`config.mk`:
```
export PLATFORM = sky130hd
export DESIGN_NAME = rstd_top
export DESIGN_NICKNAME = d
export VERILOG_FILES = /design/src/design/rstd_pkg.sv /design/src/design/rstd_regfile.sv /design/src/design/rstd_top.sv
export SDC_FILE = /design/constraint.sdc
export NUM_CORES = 1
export LEC_CHECK = 0
export BUFFER_PORTS_ARGS = -buffer_cell sky130_fd_sc_hd__buf_4
export CAP_MARGIN = 20
export CORE_MARGIN = 2
export CORE_UTILIZATION = 30
export DETAILED_ROUTE_END_ITERATION = 10
export SLEW_MARGIN = 15
export SYNTH_ARGS = -nofsm -noshare
export SYNTH_HDL_FRONTEND = slang
export SYNTH_SLANG_ARGS = --single-unit
```
`constraint.sdc`:
```
create_clock -name mclk -period 3.1 [get_ports mclk]
set_clock_uncertainty 0.2 [all_clocks]
set_input_delay 0.155 -clock mclk [delete_from_list [all_inputs] [get_ports mclk]]
set_output_delay 0.155 -clock mclk [all_outputs]
set_load 0.02 [all_outputs]
```
`src/design/rstd_pkg.sv`:
```
// package: register map, field layout and bus types of the reference/test block
package rstd_pkg;

  // ********************
  // register map
  // ********************
  localparam logic [31:0] RSTD_REF_INDEX = 32'h0000_000f;
  localparam logic [31:0] RSTD_POS_INDEX = 32'h0000_0010;
  localparam logic [31:0] RSTD_NEG_INDEX = 32'h0000_0011;
  localparam int RSTD_NREGS = 3;
  localparam int RSTD_IDX_W = 2;
  localparam logic [7:0] RSTD_REF_RESET = 8'h00;
  localparam logic [7:0] RSTD_POS_RESET = 8'h00;
  localparam logic [7:0] RSTD_NEG_RESET = 8'h00;

  // ********************
  // field layout
  // ********************
  localparam int RSTD_PSEL_LSB = 3;
  localparam int RSTD_PSEL_MSB = 5;
  localparam int RSTD_NSEL_LSB = 0;
  localparam int RSTD_NSEL_MSB = 2;
  localparam int RSTD_CONN_BIT = 7;
  localparam int RSTD_MAG_LSB = 0;
  localparam int RSTD_MAG_MSB = 4;
  localparam logic [7:0] RSTD_REF_WMASK = 8'h3f;
  localparam logic [7:0] RSTD_TST_WMASK = 8'h9f;

  // reference select codes
  localparam logic [2:0] RSTD_SEL_INTERNAL = 3'h0;
  localparam logic [2:0] RSTD_SEL_SUPPLY = 3'h4;

  // ********************
  // ahb-lite
  // ********************
  localparam logic [1:0] RSTD_HTRANS_NONSEQ = 2'h2;
  localparam logic [2:0] RSTD_HSIZE_WORD = 3'h2;

  typedef struct packed {
    logic [2:0] pos_reference_select;
    logic [2:0] neg_reference_select;
  } rstd_ref_t;

  typedef struct packed {
    logic pin_connect;
    logic [4:0] magnitude;
  } rstd_test_t;

endpackage : rstd_pkg

```
`src/design/rstd_regfile.sv`:
```
// small register store: three byte registers with write masks, registered read
`timescale 1ns/1ps
module rstd_regfile (
  input wire logic mclk,
  input wire logic rst_n,
  input wire logic wr_en,
  input wire logic [rstd_pkg::RSTD_IDX_W-1:0] wr_idx,
  input wire logic [7:0] wr_data,
  input wire logic rd_en,
  input wire logic [rstd_pkg::RSTD_IDX_W-1:0] rd_idx,
  output logic [7:0] rd_data,
  output logic [7:0] reg_ref,
  output logic [7:0] reg_pos,
  output logic [7:0] reg_neg
);
  import rstd_pkg::*;

  logic [7:0] mem_q [RSTD_NREGS];

  function automatic logic [7:0] wmask(input logic [RSTD_IDX_W-1:0] i);
    wmask = (i == '0) ? RSTD_REF_WMASK : RSTD_TST_WMASK;
  endfunction : wmask

  // reserved bits never store, so they read back as zero
  always_ff @(posedge mclk or negedge rst_n) begin
    if (!rst_n) begin
      mem_q[0] <= RSTD_REF_RESET;
      mem_q[1] <= RSTD_POS_RESET;
      mem_q[2] <= RSTD_NEG_RESET;
    end else if (wr_en && int'(wr_idx) < RSTD_NREGS) begin
      mem_q[wr_idx] <= wr_data & wmask(wr_idx);
    end
  end

  always_ff @(posedge mclk or negedge rst_n) begin
    if (!rst_n) begin
      rd_data <= 8'h00;
    end else if (rd_en && wr_en && wr_idx == rd_idx) begin
      // a pipelined read of the register being written sees the new byte
      rd_data <= wr_data & wmask(wr_idx);
    end else if (rd_en) begin
      rd_data <= (int'(rd_idx) < RSTD_NREGS) ? mem_q[rd_idx] : 8'h00;
    end
  end

  assign reg_ref = mem_q[0];
  assign reg_pos = mem_q[1];
  assign reg_neg = mem_q[2];

endmodule : rstd_regfile

```
`src/design/rstd_top.sv`:
```
// reference source select and test level registers behind an ahb-lite slave
// Contract
// reference register at 0x0f, resets zero
// bits 5:3 choose positive reference
// bits 2:0 choose negative reference
// software avoids reserved select codes 101-111
// positive test register at 0x10, resets zero
// bit 7 connects positive generator to pin
// bits 4:0 set positive generator magnitude
// software writes only defined magnitude codes
// negative test register at 0x11, resets zero
// reserved bits written zero, read zero
`timescale 1ns/1ps
module rstd_top (
  input wire logic mclk,
  input wire logic rst_n,
  input wire logic hsel,
  input wire logic [31:0] haddr,
  input wire logic [1:0] htrans,
  input wire logic hwrite,
  input wire logic [2:0] hsize,
  input wire logic [31:0] hwdata,
  input wire logic hready,
  output logic [31:0] hrdata,
  output logic hreadyout,
  output logic hresp,
  output rstd_pkg::rstd_ref_t ref_select,
  output rstd_pkg::rstd_test_t pos_test,
  output rstd_pkg::rstd_test_t neg_test
);
  import rstd_pkg::*;

  // ********************
  // address phase capture
  // ********************
  typedef enum logic [2:0] {
    RSTD_IDLE = 3'b001,
    RSTD_WR = 3'b010,
    RSTD_RD = 3'b100
  } rstd_phase_t;

  rstd_phase_t phase_q;
  logic [RSTD_IDX_W-1:0] idx_q;
  logic hit_q;
  logic take;
  logic hit;
  logic [RSTD_IDX_W-1:0] idx;
  logic [7:0] rd_byte;
  logic [7:0] reg_ref;
  logic [7:0] reg_pos;
  logic [7:0] reg_neg;

  // byte address is the printed offset times four; only word sized
  function automatic logic map_hit(input logic [31:0] a, input logic [2:0] s);
    map_hit = (s == RSTD_HSIZE_WORD) && (a[1:0] == 2'h0) &&
              ((a[31:2] == RSTD_REF_INDEX[29:0]) ||
               (a[31:2] == RSTD_POS_INDEX[29:0]) ||
               (a[31:2] == RSTD_NEG_INDEX[29:0]));
  endfunction : map_hit

  function automatic logic [RSTD_IDX_W-1:0] map_idx(input logic [31:0] a);
    logic [31:0] d;
    d = {2'h0, a[31:2]} - RSTD_REF_INDEX;
    map_idx = d[RSTD_IDX_W-1:0];
  endfunction : map_idx

  assign take = hsel && hready && (htrans == RSTD_HTRANS_NONSEQ);
  assign hit = map_hit(haddr, hsize);
  assign idx = map_idx(haddr);

  always_ff @(posedge mclk or negedge rst_n) begin
    if (!rst_n) begin
      phase_q <= RSTD_IDLE;
    end else if (hready) begin
      if (take) begin
        phase_q <= hwrite ? RSTD_WR : RSTD_RD;
      end else begin
        phase_q <= RSTD_IDLE;
      end
    end
  end

  always_ff @(posedge mclk or negedge rst_n) begin
    if (!rst_n) begin
      idx_q <= '0;
      hit_q <= 1'b0;
    end else if (take) begin
      idx_q <= idx;
      hit_q <= hit;
    end
  end

  // ********************
  // register store
  // ********************
  // unmapped writes are dropped; unmapped reads return zero, always okay
  rstd_regfile u_regs (
    .mclk(mclk),
    .rst_n(rst_n),
    .wr_en(phase_q == RSTD_WR && hit_q),
    .wr_idx(idx_q),
    .wr_data(hwdata[7:0]),
    .rd_en(take && !hwrite),
    .rd_idx(hit ? idx : {RSTD_IDX_W{1'b1}}),
    .rd_data(rd_byte),
    .reg_ref(reg_ref),
    .reg_pos(reg_pos),
    .reg_neg(reg_neg)
  );

  assign hreadyout = 1'b1;
  assign hresp = 1'b0;
  assign hrdata = {24'h000000, rd_byte};

  // ********************
  // field outputs
  // ********************
  // reserved select codes pass through unchecked; software keeps clear
  assign ref_select.pos_reference_select =
    reg_ref[RSTD_PSEL_MSB:RSTD_PSEL_LSB];
  assign ref_select.neg_reference_select =
    reg_ref[RSTD_NSEL_MSB:RSTD_NSEL_LSB];
  assign pos_test.pin_connect = reg_pos[RSTD_CONN_BIT];
  assign pos_test.magnitude = reg_pos[RSTD_MAG_MSB:RSTD_MAG_LSB];
  assign neg_test.pin_connect = reg_neg[RSTD_CONN_BIT];
  assign neg_test.magnitude = reg_neg[RSTD_MAG_MSB:RSTD_MAG_LSB];

  // ********************
  // checks
  // ********************
  logic past_valid_q;
  always_ff @(posedge mclk or negedge rst_n) begin
    if (!rst_n) begin
      past_valid_q <= 1'b0;
    end else begin
      past_valid_q <= 1'b1;
    end
  end

  // stored byte rebuilt from the field outputs, reserved bits as zero
  function automatic logic [7:0] ref_byte(input rstd_ref_t r);
    ref_byte = {2'h0, r.pos_reference_select, r.neg_reference_select};
  endfunction : ref_byte

  // both test registers share one layout
  function automatic logic [7:0] test_byte(input rstd_test_t t);
    test_byte = {t.pin_connect, 2'h0, t.magnitude};
  endfunction : test_byte

  // ********************
  // reset values
  // ********************
  a_ref_reset_zero: assert property (
    @(posedge mclk) !past_valid_q |-> ref_select == '0)
    else $error("reference select not zero after reset");

  a_pos_reset_zero: assert property (
    @(posedge mclk) !past_valid_q |-> pos_test == '0)
    else $error("positive test control not zero after reset");

  a_neg_reset_zero: assert property (
    @(posedge mclk) !past_valid_q |-> neg_test == '0)
    else $error("negative test control not zero after reset");

  a_read_reset_zero: assert property (
    @(posedge mclk) !past_valid_q |-> hrdata == '0)
    else $error("read data not zero after reset");

  // ********************
  // write path
  // ********************
  a_pos_sel_write: assert property (
    @(posedge mclk) disable iff (!rst_n)
    (phase_q == RSTD_WR && hit_q && idx_q == 2'h0) |=>
    ref_select.pos_reference_select ==
    $past(hwdata[RSTD_PSEL_MSB:RSTD_PSEL_LSB]))
    else $error("positive select did not take written bits");

  a_neg_sel_write: assert property (
    @(posedge mclk) disable iff (!rst_n)
    (phase_q == RSTD_WR && hit_q && idx_q == 2'h0) |=>
    ref_select.neg_reference_select ==
    $past(hwdata[RSTD_NSEL_MSB:RSTD_NSEL_LSB]))
    else $error("negative select did not take written bits");

  a_pos_conn_write: assert property (
    @(posedge mclk) disable iff (!rst_n)
    (phase_q == RSTD_WR && hit_q && idx_q == 2'h1) |=>
    pos_test.pin_connect == $past(hwdata[RSTD_CONN_BIT]))
    else $error("pin connect did not follow write");

  a_pos_mag_write: assert property (
    @(posedge mclk) disable iff (!rst_n)
    (phase_q == RSTD_WR && hit_q && idx_q == 2'h1) |=>
    pos_test.magnitude == $past(hwdata[RSTD_MAG_MSB:RSTD_MAG_LSB]))
    else $error("magnitude did not follow write");

  a_neg_conn_write: assert property (
    @(posedge mclk) disable iff (!rst_n)
    (phase_q == RSTD_WR && hit_q && idx_q == 2'h2) |=>
    neg_test.pin_connect == $past(hwdata[RSTD_CONN_BIT]))
    else $error("negative pin connect did not follow write");

  a_neg_mag_write: assert property (
    @(posedge mclk) disable iff (!rst_n)
    (phase_q == RSTD_WR && hit_q && idx_q == 2'h2) |=>
    neg_test.magnitude == $past(hwdata[RSTD_MAG_MSB:RSTD_MAG_LSB]))
    else $error("negative magnitude did not follow write");

  // ********************
  // field outputs hold between writes
  // ********************
  a_sel_stable: assert property (
    @(posedge mclk) disable iff (!rst_n)
    !(phase_q == RSTD_WR && hit_q && idx_q == 2'h0) |=> $stable(ref_select))
    else $error("reference select changed without a write");

  a_pos_stable: assert property (
    @(posedge mclk) disable iff (!rst_n)
    !(phase_q == RSTD_WR && hit_q && idx_q == 2'h1) |=> $stable(pos_test))
    else $error("positive test control changed without a write");

  a_neg_stable: assert property (
    @(posedge mclk) disable iff (!rst_n)
    !(phase_q == RSTD_WR && hit_q && idx_q == 2'h2) |=> $stable(neg_test))
    else $error("negative test control changed without a write");

  // ********************
  // read path
  // ********************
  a_rsvd_read_zero: assert property (
    @(posedge mclk) disable iff (!rst_n)
    (take && !hwrite && hit && idx == 2'h0) |=>
    hrdata[7:6] == 2'h0 && hrdata[31:8] == 24'h0)
    else $error("reserved reference bits read nonzero");

  a_rsvd_test_zero: assert property (
    @(posedge mclk) disable iff (!rst_n)
    (take && !hwrite && hit && idx != 2'h0) |=>
    hrdata[6:5] == 2'h0)
    else $error("reserved test bits read nonzero");

  a_ref_read_data: assert property (
    @(posedge mclk) disable iff (!rst_n)
    (take && !hwrite && hit && idx == 2'h0) |=>
    hrdata[7:0] == ref_byte(ref_select))
    else $error("reference read data differs from register");

  a_pos_read_data: assert property (
    @(posedge mclk) disable iff (!rst_n)
    (take && !hwrite && hit && idx == 2'h1) |=>
    hrdata[7:0] == test_byte(pos_test))
    else $error("positive test read data differs from register");

  a_neg_read_data: assert property (
    @(posedge mclk) disable iff (!rst_n)
    (take && !hwrite && hit && idx == 2'h2) |=>
    hrdata[7:0] == test_byte(neg_test))
    else $error("negative test read data differs from register");

  a_miss_read_zero: assert property (
    @(posedge mclk) disable iff (!rst_n)
    (take && !hwrite && !hit) |=>
    hrdata == '0)
    else $error("unmapped read returned nonzero data");

  a_read_hold: assert property (
    @(posedge mclk) disable iff (!rst_n)
    !(take && !hwrite) |=>
    $stable(hrdata))
    else $error("read data changed without a read");

  // ********************
  // address decode
  // ********************
  a_ref_decode: assert property (
    @(posedge mclk) disable iff (!rst_n)
    (hsize == RSTD_HSIZE_WORD && haddr == {RSTD_REF_INDEX[29:0], 2'h0}) |->
    hit && idx == 2'h0)
    else $error("reference register address not decoded");

  a_pos_decode: assert property (
    @(posedge mclk) disable iff (!rst_n)
    (hsize == RSTD_HSIZE_WORD && haddr == {RSTD_POS_INDEX[29:0], 2'h0}) |->
    hit && idx == 2'h1)
    else $error("positive test register address not decoded");

  a_neg_decode: assert property (
    @(posedge mclk) disable iff (!rst_n)
    (hsize == RSTD_HSIZE_WORD && haddr == {RSTD_NEG_INDEX[29:0], 2'h0}) |->
    hit && idx == 2'h2)
    else $error("negative test register address not decoded");

  a_narrow_miss: assert property (
    @(posedge mclk) disable iff (!rst_n)
    (hsize != RSTD_HSIZE_WORD) |->
    !hit)
    else $error("narrow access decoded as a register");

  a_misaligned_miss: assert property (
    @(posedge mclk) disable iff (!rst_n)
    (haddr[1:0] != 2'h0) |->
    !hit)
    else $error("misaligned access decoded as a register");

  // ********************
  // scenarios
  // ********************
  c_ref_write: cover property (@(posedge mclk) disable iff (!rst_n)
    phase_q == RSTD_WR && hit_q && idx_q == 2'h0);
  c_pos_connect: cover property (@(posedge mclk) disable iff (!rst_n)
    pos_test.pin_connect);
  c_supply_ref: cover property (@(posedge mclk) disable iff (!rst_n)
    ref_select.pos_reference_select == RSTD_SEL_SUPPLY);
  c_read: cover property (@(posedge mclk) disable iff (!rst_n)
    phase_q == RSTD_RD && hit_q);

endmodule : rstd_top

```
# Word level (Yosys, flattened, before mapping)
# Cells that the tools add are included.
# totals
register_bits,38
out_inout_bits,52
word_cells,52
# op_classes
addsub,1
n_lt_le_gt_ge,5
eq_ne,7
muxes,13
bitwise_logic,3
reduce_logical,16
# ops
cell,count
equality test 30 x 5 -> 1 bit (second input constant),2
two-way mux 8 bit,7
equality test 30 x 4 -> 1 bit (second input constant),1
bitwise mux 24 bit,1
binary-select mux 8 bit (select 2 bit),1
demux 8 bit (select 2 bit),1
logical AND 1 bit,10
bitwise AND 8 bit,1
equality test 3 x 2 -> 1 bit (second input constant),2
greater-or-equal comparator 3 bit (second input constant),2
two-way mux 3 bit,2
inverter 2 -> 3 bit,2
logical NOT 2 bit,2
less-than comparator 2 bit (second input constant),2
less-than comparator 3 x 1 -> 1 bit (second input constant),1
equality test 2 bit,1
equality test 2 bit (second input constant),1
logical OR 1 bit,2
two-way mux 2 bit,1
nonzero test 2 bit,1
subtractor 2 bit (second input constant),1
logical NOT 1 bit,1

# Longest topological paths before layout
# Gate-level depths: netlist of the first run.
# logic_depth
word_depth,12
depth_mapped,9
mapped_depth_nobuf,7

# Hierarchy
# From an unflattened synthesis of the first run, not the netlist that was laid out.
# unflattened
hier_cells,181
hier_area_um2,1963.1
# modules_own_cells
mod,n_inst,cells_each,area_per_inst_um2,seq_area_each_um2
rstd_regfile,1,112,1347.5,700.7
rstd_top,1,69,615.6,151.4

# Worst setup path after synthesis of the first run
# OpenSTA, ideal clock, no wires.
# synth_timing
path_type,input port to flip-flop
startpoint,input haddr[2]
endpoint,register u_regs.rd_data[5]
setup_ns,0.124
arrival_ns,1.622
required_time_ns,2.776
path_slack_ns,1.154
stages,9
path_buffers,2
cell_sequence,buf_2 > inv_1 > ha_1 > buf_2 > mux2i_1 > nor2_1 > a21oi_1 > nor2_1 > a211o_1
# synth_between
word_cells_on_any_way,19
classes_between,add/sub (1); order compare (1); eq/ne (4); mux (7); bitwise (1); reduce/logical (5)
# synth_lines
element,line_no,text
"start, declared",rstd_top.sv:18,"input wire logic [31:0] haddr,"
subtractor 2 bit *,rstd_top.sv:63,"d = {2'h0, a[31:2]} - RSTD_REF_INDEX;"
via idx[0],rstd_top.sv:47,logic [RSTD_IDX_W-1:0] idx;
two-way mux 2 bit *,rstd_top.sv:104,".rd_idx(hit ? idx : {RSTD_IDX_W{1'b1}}),"
inverter 2 -> 3 bit (not written as such),rstd_regfile.sv:42,rd_data <= (int'(rd_idx) < RSTD_NREGS) ? mem_q[rd_idx] : 8'h00;
binary-select mux 8 bit (select 2 bit),rstd_regfile.sv:42,
two-way mux 8 bit (not written as such) (2 in series),rstd_regfile.sv:42,
two-way mux 8 bit,rstd_regfile.sv:42,
two-way mux 8 bit,rstd_regfile.sv:41,end else if (rd_en) begin
two-way mux 8 bit,rstd_regfile.sv:38,end else if (rd_en && wr_en && wr_idx == rd_idx) begin
"end signal, assigned",rstd_regfile.sv:40,rd_data <= wr_data & wmask(wr_idx);
"end signal, assigned",rstd_regfile.sv:42,
"end, declared",rstd_regfile.sv:11,"output logic [7:0] rd_data,"
# The timed path passes the listed nets; every way through them passes the cells marked *. The select of a mux whose other input is x is not followed.
# A chain may end at the register's enable or synchronous reset.

# Final worst setup path of the first run
# layout_timing
startpoint,input haddr[2]
endpoint,register u_regs.rd_data[2]
# Same word-level chain as after synthesis.

==> implementation parameters, run 1 <==
Parameter                              Value

Run status
  Run status    completed

Cells and area
  Area occupied by multi-input gates    941 sq um
  Most frequent cells in the layout    74 x sky130_fd_sc_hd__buf_4, 33 x sky130_fd_sc_hd__dfrtp_1, 27 x sky130_fd_sc_hd__conb_1, 20 x sky130_fd_sc_hd__mux2_2
  Filler instances    671
  Total number of nets in the final design    343
  Area occupied by registers    852 sq um
  Fraction of layout instances using a drive strength above 1    40.1%
  Design area    2670 sq um
  Layout Area Growth over Synthesis    27.9%
  Final core utilization    39.6%
  Leading cell type in the layout, fill and taps excluded    sky130_fd_sc_hd__buf_4
  Ant. Diodes    0

Hold path
  Min-delay worst type    input port to flip-flop

Placement
  Placed Area    2470 sq um
  Count of input and output buffers    73
  Total half-perimeter wirelength after legalization and detailed placement    3530 um
  Global placer's final weighted congestion    0.777

STA
  Setup repair after global routing missed its margin    false
  Worst hold slack    0.0774 ns
  Final Slew Violations    0
  Highest clock frequency the design can meet    0.393 GHz
  Actual slew at the worst max-slew pin    0.801 ns
  Crit share post-route    82.1%
  Tightest slew margin relative to the limit    45.9%
  Number of failing setup endpoints in the final timing report    0
  Post-route minimum period    2.54 ns
  Total count of hold-check failures in the final report    0
  Sum of negative setup slack    0 ns

Pwr
  P_leak    1.34 nW
  Final Total Pwr    1.05 mW
  Pwr per Cell Area    391 nW/um^2
  Worst IR Drop VDD    0.000201 V

Route
  First-pass iteration count of the detailed router    4
  Routed Wire Length    4800 um
  Average vias per placed instance    4.59
  Detail Route Antenna Nets    0
  Drc violations    0
  Total via count in the routed design    1591
  Detailed-route wire length per cell    13.8 um
  Initial drt markers    86

Synth
  Portion of the post-synthesis area used by sequential elements    40.8%
  Mapped Cells    200
  Summed instance area of the synthesized netlist    2090 sq um
  Biggest area contributors in the synthesized netlist    sky130_fd_sc_hd__dfrtp_1 40%, sky130_fd_sc_hd__buf_4 17%, sky130_fd_sc_hd__mux2_2 11%
  Portion of synthesized cell area occupied by the leading cell type    39.5%
  Share of async-settable or async-resettable flops after synthesis    100%
  Compound-cell area share of the yosys netlist    8.98%
  Area fraction in and, or, nand and nor cells after synthesis    13.4%
  Synthesized area per cell    10.4 sq um
  Number of distinct library cells after synthesis    37
  Cell type contributing the most total cell area after synthesis    sky130_fd_sc_hd__dfrtp_1
  Main combinational cell family by area after synthesis    buffers and inverters
  Most used flip-flop cell after synthesis    sky130_fd_sc_hd__dfrtp_1
  Fraction of synthesized cell area in xor and xnor cells    2.40%
  Post-Synth Adder-Cell Area    1.80%
  Post-synthesis sequential element count    34
  EDFF count, synth    0
  Yosys warning count    0
  Multiplexer fraction of the synthesized cell area    13.7%

Worst setup path
  Data required time at the worst endpoint    3.12 ns
  Critical path startpoint    haddr[2]
  Minimum setup slack among reg-to-reg paths    0.75 ns
  Crit-path max FO    10
  Critical path destination    u_regs.rd_data[2]
  Startpoint Class    input port
  Arr. time, crit path    2.57 ns
  Critical R2R Launch    phase_q[2]
  Count of cells along the worst register-to-register path    3
  Endpoint of the lowest-slack register-to-register path    u_regs.reg_neg[0]
  Crit path capture type    flip-flop
  Crit Path Category    input port to flip-flop

Clocking
  Maximum level of the CTS H-tree    2
  Clock tree from TritonCTS    built
  Number of gates resized after CTS    0
  TritonCTS Buffers    5
  Clock buffer depth    2
  Sink Count    34
  Clock transition time at the flip-flop clock pins of the worst setup and hold paths    0.07 ns
  Post-CTS setup buffer count    0
  Clock network latency to the later pin of the worst-skew pair    0.29 ns
  CTS Root Buffer Type    sky130_fd_sc_hd__clkbuf_8

Floorplan
  Height of the chip    87.5 um
  Num ports    126
  Area of the die    7650 sq um
  Effective utilization at floorplan    30.9%
  Die width    87.5 um
  Placeable Area    6760 sq um
  Floorplan row count    30

Global route
  Congestion Overflow GR    0
  Vias in the first global route    1605
  Met2 demand-to-capacity share in global routing    21.1%
  Antenna violations before repair    0
  Met1 capacity usage during global routing    16.6%
  Largest net degree at the start of global routing    35
  GRT met3 Usage    4.45%
  GR peak layer    met2
  Global-route wire length before repair    7840 um
  Global router's overall resource usage    13.2%

Flow run
  Number of max-cap violations    0
==> synth_stat cells (3+ instances only) <==
cell type	instances
sky130_fd_sc_hd__dfrtp_1	33
sky130_fd_sc_hd__mux2_2	20
sky130_fd_sc_hd__o21ai_1	6
sky130_fd_sc_hd__buf_4	46
sky130_fd_sc_hd__buf_2	3
sky130_fd_sc_hd__ha_1	3
sky130_fd_sc_hd__nand2_1	9
sky130_fd_sc_hd__inv_1	6
sky130_fd_sc_hd__o21ai_0	3
sky130_fd_sc_hd__a41o_1	6
sky130_fd_sc_hd__nor2_1	11
sky130_fd_sc_hd__and2_1	3
sky130_fd_sc_hd__nand3b_1	3
sky130_fd_sc_hd__a21oi_1	7
sky130_fd_sc_hd__nor4_1	7
sky130_fd_sc_hd__mux2i_1	6
==> flip-flops by register name, summed over array words and instances, names as in the netlist <==
name and flops:
u_regs.reg_pos 7, u_regs.reg_ref 7, idx_q 2, u_regs.rd_data 7, hit_q 1, u_regs.reg_neg 7, phase_q 3
==> per-stage QoR <==
stage               instances  worst slack [ns]
floorplan                 225              1.15
global placement          328             0.844
detailed placement        328             0.779
CTS                       347             0.582
global route              347             0.399
finish                    347             0.555
==> worst min-delay path by stage <==
stage	startpoint	to	slack, ns	cells past startpoint
floorplan	rst_n	hit_q	-0.34	0
global placement	rst_n	u_regs.reg_neg[1]	-0.06	1
detailed placement	rst_n	u_regs.reg_neg[1]	-0.06	1
CTS	haddr[5]	hit_q	0.07	4
global route	haddr[5]	hit_q	0.10	4
finish	haddr[5]	hit_q	0.08	4
==> critical path, stage by stage <==
cell                            delay, ns
sky130_fd_sc_hd__dlygate4sd3_1       0.54
sky130_fd_sc_hd__buf_4               0.17
sky130_fd_sc_hd__inv_1               0.24
sky130_fd_sc_hd__ha_1                0.31
sky130_fd_sc_hd__xnor2_1             0.14
sky130_fd_sc_hd__a311oi_1            0.26
sky130_fd_sc_hd__nand4_1             0.38
sky130_fd_sc_hd__o21ai_1             0.25
sky130_fd_sc_hd__a41o_1              0.12
==> cell type report <==
class | instances | share of cell area (%)
multi-input cells | 134 | 35.2
inverters | 6 | 0.843
clock inverters | 1 | 0.187
flip-flops and latches | 34 | 31.9
repair buffers | 85 | 24.9
clock buffers | 7 | 3.23
well taps | 80 | 3.75
==> where the power goes <==
| group | leakage [nW] | switching [mW] | internal [mW] | total [mW] |
|---|---|---|---|---|
| clock network | 0.0482 | 0.154 | 0.179 | 0.333 |
| registers | 0.426 | 0.0232 | 0.464 | 0.487 |
| logic | 0.867 | 0.118 | 0.107 | 0.226 |
==> repair_timing <==
action / CTS / global route
hold buffers: 11 / 0
endpoints found under the setup margin: 0 / 0
hold endpoints to repair: 61 / 0
==> routing by layer <==
layer	wire (um)	vias to the layer above
met5	0	-
met2	2400	51
met3	243	10
met1	2080	763
li1	-	767
met4	75	0
==> cells by family (layout without fill, tap and decap cells) <==
group,after synthesis,after routing
and+or+nand+nor,47,47
xor gates and xnor gates,4,4
muxes,26,26
other,2,27
buffers and inverters,57,99
AOI/OAI and AO/OA,27,27
DFF,34,34
adders and majority gates,3,3
Note: power is estimated with default switching activity, not from simulation.
==> run 2, diff against run 1 <==
- clock period: 3.1 -> 2.4 ns (I/O delays scaled with it)
==> run 2 against run 1 <==
Design area rose by 1.1%. Utilization up 0.44 points. First-iteration DRC count grew 33%. Worst setup slack got worse by 0.41 ns. Worst hold slack worse by 0.031 ns. Wire length up 5.0%. Combinational power up 32%. Global-route usage up 0.35 points. Sequential power grew 29%. Critical path type unchanged.
==> implementation parameters, run 2 (same netlist as run 1, synthesis figures left out) <==
Parameter                              Value

Pwr
  Worst IR Drop VDD    0.000235 V (+17%)
  P_leak    1.36 nW (+1.4%)
  Final Total Pwr    1.33 mW (+27%)
  Pwr per Cell Area    491 nW/um^2 (+26%)

Clocking
  CTS Root Buffer Type    sky130_fd_sc_hd__clkbuf_8
  Maximum level of the CTS H-tree    2 (unchanged)
  Clock buffer depth    2 (unchanged)
  # hold bufs at CTS    11 (unchanged)
  Clock network latency to the later pin of the worst-skew pair    0.28 ns (about the same)
  Post-CTS setup buffer count    0 (unchanged)
  Number of gates resized after CTS    0 (unchanged)
  Sink Count    34 (unchanged)
  Clock tree from TritonCTS    built
  Clock transition time at the flip-flop clock pins of the worst setup and hold paths    0.07 ns (about the same)
  TritonCTS Buffers    5 (unchanged)

Worst setup path
  Crit Path Category    input port to flip-flop
  Crit path capture type    flip-flop
  Sequence of cells on the critical path    dlygate4sd3_1, buf_4, inv_1, ha_1, nor2_1, o41ai_2, nand4b_1, xnor2_2, a41o_1
  Worst path max stage delay    0.54 ns (about the same)
  Startpoint Class    input port
  Data required time at the worst endpoint    2.42 ns (-0.70 ns)
  Arr. time, crit path    2.27 ns (-0.30 ns)
  Kind of cell with the highest combined delay on the critical path    buffers and inverters
  Worst path slowest cell    sky130_fd_sc_hd__dlygate4sd3_1
  Minimum setup slack among reg-to-reg paths    0.41 ns (-0.34 ns)
  Count of cells along the worst register-to-register path    4 (+1)
  Endpoint of the lowest-slack register-to-register path    u_regs.reg_neg[4]
  Buffers & Inverters on Critical Path    3 (unchanged)
  Critical R2R Launch    phase_q[2]
  Crit-path max FO    10 (unchanged)

Floorplan
  Die width    87.5 um (unchanged)
  Area of the die    7650 sq um (unchanged)
  Floorplan row count    30 (unchanged)
  Height of the chip    87.5 um (unchanged)
  Effective utilization at floorplan    30.9% (unchanged)
  Placeable Area    6760 sq um (unchanged)
  Num ports    126 (unchanged)

Cells and area
  Leading cell type in the layout, fill and taps excluded    sky130_fd_sc_hd__buf_4
  Final core utilization    40.0% (+0.44 points)
  Layout Area Growth over Synthesis    29.3%
  Ant. Diodes    0 (unchanged)
  Final cell count without fillers    352 (+1.4%)
  Total number of nets in the final design    349 (+1.7%)
  Most frequent cells in the layout    80 x sky130_fd_sc_hd__buf_4, 33 x sky130_fd_sc_hd__dfrtp_1, 27 x sky130_fd_sc_hd__conb_1, 20 x sky130_fd_sc_hd__mux2_2
  Fraction of layout instances using a drive strength above 1    40.8% (+0.73 points)
  Design area    2700 sq um (+1.1%)

STA
  Tightest slew margin relative to the limit    66.3% (+20 points)
  Final worst setup slack    0.149 ns (-0.406 ns)
  Number of failing setup endpoints in the final timing report    0 (unchanged)
  Total count of hold-check failures in the final report    0 (unchanged)
  Setup repair after global routing missed its margin    false
  Crit share post-route    93.8%
  Worst hold slack    0.0465 ns (-0.0309 ns)
  Highest clock frequency the design can meet    0.444 GHz
  Sum of negative setup slack    0 ns (unchanged)
  Final Slew Violations    0 (unchanged)
  Actual slew at the worst max-slew pin    0.504 ns (-0.296 ns)
  Post-route minimum period    2.25 ns

Hold path
  Min-Delay Endpoint    hit_q
  Min-delay worst type    input port to flip-flop
  Worst hold path startpoint    haddr[5]
  Cell depth of the worst min-delay path    4 (unchanged)

Route
  Routed Wire Length    5030 um (+5.0%)
  Total via count in the routed design    1625 (+2.1%)
  Average vias per placed instance    4.62 (+0.69%)
  Initial drt markers    114 (+33%)
  Drc violations    0 (unchanged)
  Detail Route Antenna Nets    0 (unchanged)
  First-pass iteration count of the detailed router    4 (unchanged)
  Detailed-route wire length per cell    14.3 um (+3.5%)

Global route
  Global router's overall resource usage    13.6% (+0.35 points)
  Antenna violations before repair    0 (unchanged)
  Congestion Overflow GR    0 (unchanged)
  Vias in the first global route    1584 (-1.3%)
  Global-route wire length before repair    8000 um (+2.0%)
  Largest net degree at the start of global routing    35 (unchanged)

Placement
  Total half-perimeter wirelength after legalization and detailed placement    3670 um (+4.1%)
  Global placer's final weighted congestion    0.752 (-3.2%)
  Placed instance count    334 (+1.8%)
  Worst slack, placed    0.433 ns (-0.347 ns)
  Count of input and output buffers    73 (unchanged)
  Placed Area    2520 sq um (+1.8%)

Run status
  Run status    completed

Flow run
  Number of max-cap violations    0 (unchanged)
run 2: worst register-to-register path, cell delays in order (launching register included):
cell and delay, ns:
sky130_fd_sc_hd__dfrtp_1 0.38, sky130_fd_sc_hd__nor4bb_1 0.32, sky130_fd_sc_hd__buf_4 0.19, sky130_fd_sc_hd__nand3b_1 0.37
sky130_fd_sc_hd__mux2_2 0.41
run 2: where the power goes:
part	switching (mW)	internal [mW]	total, mW	leakage [nW]
combinational	0.155	0.144	0.299	0.895
sequential	0.0306	0.599	0.630	0.426
clock	0.200	0.200	0.400	0.0383
run 2: worst max path at each step:
stage	startpoint	end	slack, ns	cells past startpoint
finish	haddr[2]	u_regs.rd_data[2]	0.15	9
global placement	haddr[2]	u_regs.rd_data[2]	0.46	8
detailed placement	haddr[2]	u_regs.rd_data[1]	0.43	8
global route	haddr[2]	u_regs.rd_data[2]	0.04	9
CTS	haddr[2]	u_regs.rd_data[2]	0.15	9
floorplan	haddr[2]	u_regs.rd_data[5]	0.49	9
run 2: routing by layer:
metal	global-route usage (%)	part of all wire, %	up-vias	routed length (um)
met5	0	0	-	0
met4	3.50	0.77	0	39
met3	3.51	6.1	7	307
met2	22.7	51	60	2550
met1	17.4	42	782	2130
li1	-	-	776	-
run 2: layout make-up:
type                       count  area [sq um]
sequential                    34           852
timing repair buffer          91           711
inverter                       6          22.5
fill                         697          4050
clock buffer                   7          76.3
multi-input combinational    134           941
tap                           80           100
